$ cat config.mk
export PLATFORM = sky130hd
export DESIGN_NAME = acc_top
export DESIGN_NICKNAME = d
export VERILOG_FILES = /design/src/acc_pkg.sv /design/src/acc_seq.sv /design/src/acc_top.sv
export SDC_FILE = /design/constraint.sdc
export NUM_CORES = 1
export LEC_CHECK = 0
export BUFFER_PORTS_ARGS = -buffer_cell sky130_fd_sc_hd__clkbuf_2
export CAP_MARGIN = 5
export CORE_ASPECT_RATIO = 0.5
export CORE_MARGIN = 2
export CORE_UTILIZATION = 55
export DETAILED_ROUTE_END_ITERATION = 7
export GPL_TIMING_DRIVEN = 1
export PLACE_DENSITY = 0.86
export SYNTH_ARGS = -nofsm -noshare
export SYNTH_HDL_FRONTEND = slang
export SYNTH_SLANG_ARGS = --single-unit
$ cat constraint.sdc
create_clock -name CLK -period 2.6 [get_ports CLK]
set_input_delay 0.13 -clock CLK [delete_from_list [all_inputs] [get_ports CLK]]
set_output_delay 0.13 -clock CLK [all_outputs]
set_load 0.05 [all_outputs]
$ cat src/acc_pkg.sv
// package for the converter control and compare block
`default_nettype none
package acc_pkg;

  // ==========================================================================
  // register map (APB byte addresses)
  localparam logic [11:0] CTRL_IDX      = 12'h093;
  localparam logic [11:0] CTRL_ADDR     = 12'h24C;  // four times the index
  localparam logic [11:0] VALUE_ADDR    = 12'h250;
  localparam logic [11:0] IRQ_STAT_ADDR = 12'h254;
  localparam logic [11:0] IRQ_MASK_ADDR = 12'h258;
  localparam logic [11:0] POWER_ADDR    = 12'h25C;

  // ==========================================================================
  // control register fields
  localparam int ENABLE_BIT  = 7;
  localparam int DONE_BIT    = 6;
  localparam int CMP_EN_BIT  = 5;
  localparam int REF_SEL_BIT = 4;
  localparam int CHAN_HI     = 3;
  localparam int CHAN_LO     = 1;
  localparam int GO_BIT      = 0;
  localparam logic [7:0] CTRL_RESET  = 8'h00;
  localparam logic [9:0] VALUE_RESET = 10'h000;

  // interrupt status bits
  localparam int IRQ_DONE_BIT = 0;
  localparam int IRQ_CMP_BIT  = 1;

  // ==========================================================================
  // core timing: sample cycles plus twelve conversion steps
  localparam logic [4:0] SAMPLE_CYCLES = 5'h02;
  localparam logic [4:0] CONV_CYCLES   = 5'h0C;

  typedef enum logic [1:0] {
    ACC_IDLE   = 2'b00,
    ACC_SAMPLE = 2'b01,
    ACC_CONV   = 2'b10
  } acc_state_type;

  // request to the analogue core
  typedef struct packed {
    logic       power;
    logic       ext_ref;
    logic [7:0] chan_onehot;
    logic       sample;
  } acc_core_req_type;

endpackage : acc_pkg
`default_nettype wire

$ cat src/acc_seq.sv
// conversion sequencer: sample then convert, with abort
`default_nettype none
module acc_seq (
  // clock and reset
  input  wire logic                    CLK,
  input  wire logic                    SYS_RST,
  // control
  input  wire logic                    start,
  input  wire logic                    abort,
  // status
  output acc_pkg::acc_state_type       state,
  output logic                         done
);

  acc_pkg::acc_state_type state_q;
  logic [4:0]             cnt_q;

  assign state = state_q;

  // ==========================================================================
  // sequencer; done is a one-cycle pulse in the cycle after the last conversion step
  always_ff @(posedge CLK) begin
    if (SYS_RST || abort) begin
      state_q <= acc_pkg::ACC_IDLE;
      cnt_q   <= 5'h00;
      done    <= 1'b0;
    end else begin
      done <= 1'b0;
      case (state_q)
        acc_pkg::ACC_IDLE: begin
          cnt_q <= 5'h00;
          if (start) begin
            state_q <= acc_pkg::ACC_SAMPLE;
          end
        end
        acc_pkg::ACC_SAMPLE: begin
          if (cnt_q == acc_pkg::SAMPLE_CYCLES - 5'h01) begin
            cnt_q   <= 5'h00;
            state_q <= acc_pkg::ACC_CONV;
          end else begin
            cnt_q <= cnt_q + 5'h01;
          end
        end
        acc_pkg::ACC_CONV: begin
          if (cnt_q == acc_pkg::CONV_CYCLES - 5'h01) begin
            cnt_q   <= 5'h00;
            done    <= 1'b1;
            state_q <= acc_pkg::ACC_IDLE;
          end else begin
            cnt_q <= cnt_q + 5'h01;
          end
        end
        default: begin
          state_q <= acc_pkg::ACC_IDLE;
        end
      endcase
    end
  end

endmodule // acc_seq
`default_nettype wire

$ cat src/acc_top.sv
// converter control register, compare logic and APB slave
`default_nettype none
module acc_top (
  // clock and reset
  input  wire logic                    CLK,
  input  wire logic                    SYS_RST,
  // apb slave
  input  wire logic                    PSEL,
  input  wire logic                    PENABLE,
  input  wire logic                    PWRITE,
  input  wire logic [11:0]             PADDR,
  input  wire logic [31:0]             PWDATA,
  output logic      [31:0]             PRDATA,
  output logic                         PREADY,
  output logic                         PSLVERR,
  // analogue core
  output acc_pkg::acc_core_req_type    CORE_REQ,
  input  wire logic [9:0]              CORE_RESULT,
  // power mode
  input  wire logic                    POWER_DOWN,
  // interrupt and wake
  output logic                         IRQ,
  output logic                         WAKE
);

  // ==========================================================================
  // storage
  logic [7:0]             ctrl_q;
  logic [9:0]             value_q;
  logic [1:0]             stat_q;
  logic [1:0]             mask_q;
  logic [9:0]             res_s1_q;
  logic [9:0]             res_s2_q;
  logic                   pd_s1_q;
  logic                   pd_s2_q;
  logic                   busy;
  logic                   done;
  logic                   start;
  logic                   abort;
  logic                   wr_ctrl;
  logic                   cmp_hit;
  logic                   active;
  acc_pkg::acc_state_type seq_state;

  // decode of an APB address to one register address; callers add the access phase
  function automatic logic acc_hit(input logic [11:0] addr, input logic [11:0] want);
    acc_hit = (addr == want);
  endfunction

  // ==========================================================================
  // pin synchronisers (result and power-down come from another domain)
  always_ff @(posedge CLK) begin
    if (SYS_RST) begin
      res_s1_q <= 10'h000;
      res_s2_q <= 10'h000;
      pd_s1_q  <= 1'b0;
      pd_s2_q  <= 1'b0;
    end else begin
      res_s1_q <= CORE_RESULT;
      res_s2_q <= res_s1_q;
      pd_s1_q  <= POWER_DOWN;
      pd_s2_q  <= pd_s1_q;
    end
  end

  // ==========================================================================
  // control strobes
  assign wr_ctrl = PSEL && PENABLE && PWRITE && acc_hit(PADDR, acc_pkg::CTRL_ADDR);
  // power-down shuts the converter; idle mode does not touch it
  assign active  = ctrl_q[acc_pkg::ENABLE_BIT] && !pd_s2_q;
  assign busy    = (seq_state != acc_pkg::ACC_IDLE);
  // start only from idle, so a repeated go write cannot restart a run
  assign start   = active && ctrl_q[acc_pkg::GO_BIT] && !busy;
  // a go clear, a disable or power-down ends the running conversion
  assign abort   = busy && (!active ||
                   (wr_ctrl && !PWDATA[acc_pkg::GO_BIT]));
  assign cmp_hit = done && ctrl_q[acc_pkg::CMP_EN_BIT]
                   && (res_s2_q > value_q);

  acc_seq u_seq (
    .CLK     (CLK),
    .SYS_RST (SYS_RST),
    .start   (start),
    .abort   (abort),
    .state   (seq_state),
    .done    (done)
  );

  // ==========================================================================
  // control register: go and done bits have hardware side effects
  always_ff @(posedge CLK) begin
    if (SYS_RST) begin
      ctrl_q <= acc_pkg::CTRL_RESET;
    end else begin
      if (wr_ctrl) begin
        ctrl_q <= PWDATA[7:0];
        // done can only be cleared by software, never set by it
        ctrl_q[acc_pkg::DONE_BIT] <= ctrl_q[acc_pkg::DONE_BIT]
                                     && PWDATA[acc_pkg::DONE_BIT];
      end
      if (done && !ctrl_q[acc_pkg::CMP_EN_BIT]) begin
        ctrl_q[acc_pkg::GO_BIT]   <= 1'b0;
        ctrl_q[acc_pkg::DONE_BIT] <= 1'b1;
      end
      if (cmp_hit) begin
        ctrl_q[acc_pkg::DONE_BIT] <= 1'b1;
      end
    end
  end

  // ==========================================================================
  // value register: compare value in compare mode, result otherwise
  always_ff @(posedge CLK) begin
    if (SYS_RST) begin
      value_q <= acc_pkg::VALUE_RESET;
    end else if (done && !ctrl_q[acc_pkg::CMP_EN_BIT]) begin
      value_q <= res_s2_q;
    end else if (PSEL && PENABLE && PWRITE && acc_hit(PADDR, acc_pkg::VALUE_ADDR)) begin
      value_q <= PWDATA[9:0];
    end
  end

  // ==========================================================================
  // sticky interrupt status, write one to clear; a new event wins
  always_ff @(posedge CLK) begin
    if (SYS_RST) begin
      stat_q <= 2'h0;
      mask_q <= 2'h0;
    end else begin
      if (PSEL && PENABLE && PWRITE && acc_hit(PADDR, acc_pkg::IRQ_MASK_ADDR)) begin
        mask_q <= PWDATA[1:0];
      end
      if (PSEL && PENABLE && PWRITE && acc_hit(PADDR, acc_pkg::IRQ_STAT_ADDR)) begin
        stat_q <= stat_q & ~PWDATA[1:0]
                  | {cmp_hit, done && !ctrl_q[acc_pkg::CMP_EN_BIT]};
      end else begin
        stat_q <= stat_q | {cmp_hit, done && !ctrl_q[acc_pkg::CMP_EN_BIT]};
      end
    end
  end

  // interrupt also raises while the done flag stands, until software clears it
  assign IRQ  = |(stat_q & mask_q) || ctrl_q[acc_pkg::DONE_BIT];
  assign WAKE = IRQ;

  // ==========================================================================
  // core request
  always_comb begin
    CORE_REQ             = '0;
    CORE_REQ.power       = active;
    CORE_REQ.ext_ref     = ctrl_q[acc_pkg::REF_SEL_BIT];
    CORE_REQ.chan_onehot = 8'h01 << ctrl_q[acc_pkg::CHAN_HI:acc_pkg::CHAN_LO];
    // the shared pin is the reference, so channel 3 is not connected
    if (ctrl_q[acc_pkg::REF_SEL_BIT]) begin
      CORE_REQ.chan_onehot[3] = 1'b0;
    end
    CORE_REQ.sample      = (seq_state == acc_pkg::ACC_SAMPLE);
  end

  // ==========================================================================
  // apb read data, registered; zero-wait answer
  assign PREADY  = 1'b1;
  assign PSLVERR = 1'b0;
  always_ff @(posedge CLK) begin
    if (SYS_RST) begin
      PRDATA <= 32'h0000_0000;
    end else if (PSEL && !PENABLE && !PWRITE) begin
      case (PADDR)
        acc_pkg::CTRL_ADDR:     PRDATA <= {24'h000000, ctrl_q};
        acc_pkg::VALUE_ADDR:    PRDATA <= {22'h000000, value_q};
        acc_pkg::IRQ_STAT_ADDR: PRDATA <= {30'h00000000, stat_q};
        acc_pkg::IRQ_MASK_ADDR: PRDATA <= {30'h00000000, mask_q};
        acc_pkg::POWER_ADDR:    PRDATA <= {30'h00000000, busy, pd_s2_q};
        default:                PRDATA <= 32'h0000_0000;
      endcase
    end
  end

  // ==========================================================================
  // checks
  done_sets_flag_a: assert property (@(posedge CLK) disable iff (SYS_RST)
    done && !ctrl_q[acc_pkg::CMP_EN_BIT] |=> ctrl_q[acc_pkg::DONE_BIT]
    ) else $error("done flag not set after conversion");
  go_self_clear_a: assert property (@(posedge CLK) disable iff (SYS_RST)
    done && !ctrl_q[acc_pkg::CMP_EN_BIT] && !wr_ctrl |=> !ctrl_q[acc_pkg::GO_BIT]
    ) else $error("go bit did not clear in normal mode");
  flag_holds_a: assert property (@(posedge CLK) disable iff (SYS_RST)
    $fell(ctrl_q[acc_pkg::DONE_BIT]) |-> $past(wr_ctrl)
    ) else $error("done flag cleared without a write");
  abort_idles_a: assert property (@(posedge CLK) disable iff (SYS_RST)
    abort |=> seq_state == acc_pkg::ACC_IDLE
    ) else $error("abort did not stop the conversion");
  result_load_a: assert property (@(posedge CLK) disable iff (SYS_RST)
    done && !ctrl_q[acc_pkg::CMP_EN_BIT] |=> value_q == $past(res_s2_q)
    ) else $error("result not loaded with done");
  power_gate_a: assert property (@(posedge CLK) disable iff (SYS_RST)
    !ctrl_q[acc_pkg::ENABLE_BIT] |-> !CORE_REQ.power
    ) else $error("core powered while disabled");
  no_restart_a: assert property (@(posedge CLK) disable iff (SYS_RST)
    seq_state == acc_pkg::ACC_CONV && !abort ##1 seq_state == acc_pkg::ACC_CONV
    |-> $past(u_seq.cnt_q) + 5'h01 == u_seq.cnt_q
    ) else $error("running conversion restarted");
  cmp_keeps_go_a: assert property (@(posedge CLK) disable iff (SYS_RST)
    done && ctrl_q[acc_pkg::CMP_EN_BIT] && !wr_ctrl |=> ctrl_q[acc_pkg::GO_BIT]
    ) else $error("go bit cleared in compare mode");

endmodule // acc_top
`default_nettype wire

==> flow_summary.ini <==
[placement]
gp_congestion = 0.866
io_buffers = 60
hpwlAfterDp_um = 5170
placed_area_sq_um = 3440

[cts]
cts_setup_buffers = 0
clk_latency_ns = 0.32
clock_path_buffers = 2
ctsHoldBuffers = 0
cts_inserted_buffers = 9
post_cts_resized = 0
cts_num_sinks = 62
cts_tree = yes
root_buffer = clkbuf_16
htreeDepth = 3
clk_pin_slew_worst_paths_ns = 0.05

[timing]
finalHoldViolCount = 0
setup_viol = 0
period_minus_slack_ns = 1.96
slew_headroom_pct = 53.4
hold-worst-slack_ns = 0.0142
rsz0062_at_grt = false
drv_slew = 0
final.setup_skew_ns = 0.00333
fin_setup_tns_ns = 0
clock.fmax_ghz = 0.510
worst_pin_slew_ns = 0.697
fin_crit_sh_pct = 75.4

[worst_setup_path]
crit_fanout = 3
critPathCaptureType = flip-flop
crit_slowest_cell = a2111oi_0
cp-start-kind = flip-flop
path_cells = inv_1 > ha_1 > a21oi_1 > o21ai_0 > a2111oi_0 > o32ai_1
cp_slowest_stage_delay_ns = 0.62
crit_type = reg2reg
cp.arrival_ns = 2.14
crit_required_ns = 2.78

[global_routing]
grt_max_degree = 42
antenna_found_initial = 0
grt_pass1_vias = 2486
grtUsageTotal_pct = 23.2
overflow = 0
grt_pass1_wl_um = 12000

[yosys]
synthesis.area_sq_um = 3240
synth-edff-count = 0
ys_types = 50
synthFlopType = dfxtp_1
yosysWarnings = 0
synthArstFlopShare_pct = 0
syn_area_per_cell_sq_um = 8.60
ys_ff_latch = 62
synthCells = 377
yosysSeqAreaShare_pct = 38.3

[final_layout]
final_cell_area_sq_um = 3710
nNetsFinal = 502
drive_above_1_share_pct = 21.1
syn2layout_area_growth_pct = 14.5
antenna_cells = 0
fill_cells = 443

[floorplan]
start_util_pct = 58.0
die_h_um = 58.3
die-width_um = 113
dieArea_sq_um = 6560
rows = 19
fp.coreArea_sq_um = 5590
pin_count = 107

[pwr]
p_sw_uw = 549
swShare_pct = 24.6
comb_power_share_pct = 8.9
pwr-share-seq_pct = 43.6
p_int_mw = 1.68
leakage_nw = 1.49
power.density_nw_per_um2 = 601
power_frac_clock_pct = 47.5
power.ir.vdd_worst_uv = 389

[routing]
drcViolationCount = 0
dr.pass1.iters = 4
drt_iter0_markers = 167
ant_nets = 0
vias = 2820
drt-total-wl_um = 7210
routed_via_density = 5.60
wl_per_cell_um = 14.3

[flow_run]
cap_violations = 0

[outcome]
status = completed

[worst_hold_path]
worst_hold_path_type = in2reg
==> Yosys cell counts, drive strengths merged, types with 2 or more instances <==
| library cell | count | area (sq um) |
|---|---|---|
| and3b | 2 | 17.5 |
| nor4b | 2 | 17.5 |
| a211oi | 6 | 45.0 |
| nand3 | 25 | 125 |
| nand2 | 20 | 75.1 |
| nor2 | 26 | 97.6 |
| clkbuf | 16 | 60.1 |
| nand4 | 8 | 50.1 |
| nand2b | 5 | 31.3 |
| a311oi | 9 | 78.8 |
| nor3 | 6 | 40.0 |
| a21o | 2 | 15.0 |
| or3b | 2 | 17.5 |
| a21oi | 19 | 95.1 |
| mux2i | 3 | 30.0 |
| conb | 2 | 7.51 |
| o21ai | 27 | 135 |
| buf | 33 | 251 |
| or4 | 2 | 22.5 |
| a22oi | 2 | 15.0 |
| nor2b | 25 | 156 |
| a311o | 2 | 20.0 |
| a32oi | 7 | 61.3 |
| nor4 | 4 | 70.1 |
| dfxtp | 62 | 1240 |
| nor3b | 6 | 45.0 |
| a31oi | 3 | 18.8 |
| ha | 16 | 200 |
| inv | 19 | 71.3 |
| and2 | 2 | 12.5 |
==> path summary, 6_finish.rpt <==
path,startpoint,endpoint,slack (ns),cells past startpoint
max,value_q[5],ctrl_q[6],0.64,6
min,CORE_RESULT[0],res_s1_q[0],0.01,2
max reg2reg,value_q[5],ctrl_q[6],0.64,6
min reg2reg,res_s1_q[7],res_s2_q[7],0.43,1
==> kinds of logic (layout without fill, tap and decap cells) <==
| kind of cell | after synthesis | count (layout) | share of synthesized area (%) |
|---|---|---|---|
| AOI/OAI and AO/OA | 87 | 87 | 17.6 |
| muxes | 3 | 3 | 0.926 |
| buffers and inverters | 68 | 100 | 11.8 |
| adders and majority gates | 16 | 16 | 6.18 |
| other | 2 | 24 | 0.232 |
| and+or+nand+nor | 139 | 139 | 25.0 |
| DFF | 62 | 62 | 38.3 |
==> metrics by stage <==
stage / utilization [%] / setup WS, ns / power, mW / cells
3_3_place_gp: 61.6 / 0.696 / 1.18 / 488
5_1_grt: 66.4 / 0.415 / 2.30 / 504
4_1_cts: 66.4 / 0.704 / 2.24 / 504
6_report: 66.4 / 0.639 / 2.23 / 504
2_1_floorplan: - / 0.756 / 1.17 / 399
3_5_place_dp: 61.6 / 0.655 / 1.19 / 488
==> routing by layer <==
layer	share of wire, %	vias up	track usage (%)
li1	-	1389	-
met1	46	1282	31.8
met2	43	137	35.2
met3	9.5	12	7.11
met4	1.6	0	8.01
met5	0	-	0
==> power by group through the flow <==
stage	Clock [mW]	Combinational [mW]	Sequential [mW]
2_1_floorplan	0	0.175	0.991
4_1_cts	1.07	0.196	0.974
6_report	1.06	0.198	0.973
3_5_place_dp	0	0.195	0.993
3_3_place_gp	0	0.193	0.992
5_1_grt	1.11	0.214	0.974
==> placed cells by master, fill, tap and decap left out, drive strengths merged, types with 9 or more instances in the layout <==
cell / synthesis / routed
nor2: 26 / 26
conb: 2 / 24
nand2: 20 / 20
a311oi: 9 / 9
ha: 16 / 16
nand3: 25 / 25
a21oi: 19 / 19
dfxtp: 62 / 62
clkbuf: 16 / 72
inv: 19 / 19
o21ai: 27 / 27
nor2b: 25 / 25
==> worst max-delay path: cells and delay by family, from the launching register on <==
kind,cells,cell delay (ns)
AOI/OAI and AO/OA,4,1.05
DFF,1,0.37
adders and majority gates,1,0.33
buffers and inverters,1,0.06
==> cell type report <==
class                           instances  area [sq um]  area share, %
Timing Repair Buffer                   65           338           9.10
Tap cell                               73          91.3           2.46
Clock buffer                           12           246           6.64
Clock inverter                          4          22.5          0.607
Sequential cell                        62          1240           33.4
Multi-Input combinational cell        269          1700           45.8
Inverter                               19          71.3           1.92
==> flip-flops by register name (all words and copies together) (netlist names), 5 cells and up <==
signal,count
PRDATA,10
res_s1_q,10
ctrl_q,8
res_s2_q,10
value_q,10
u_seq.cnt_q,5
Note: power is estimated with default switching activity, not from simulation.
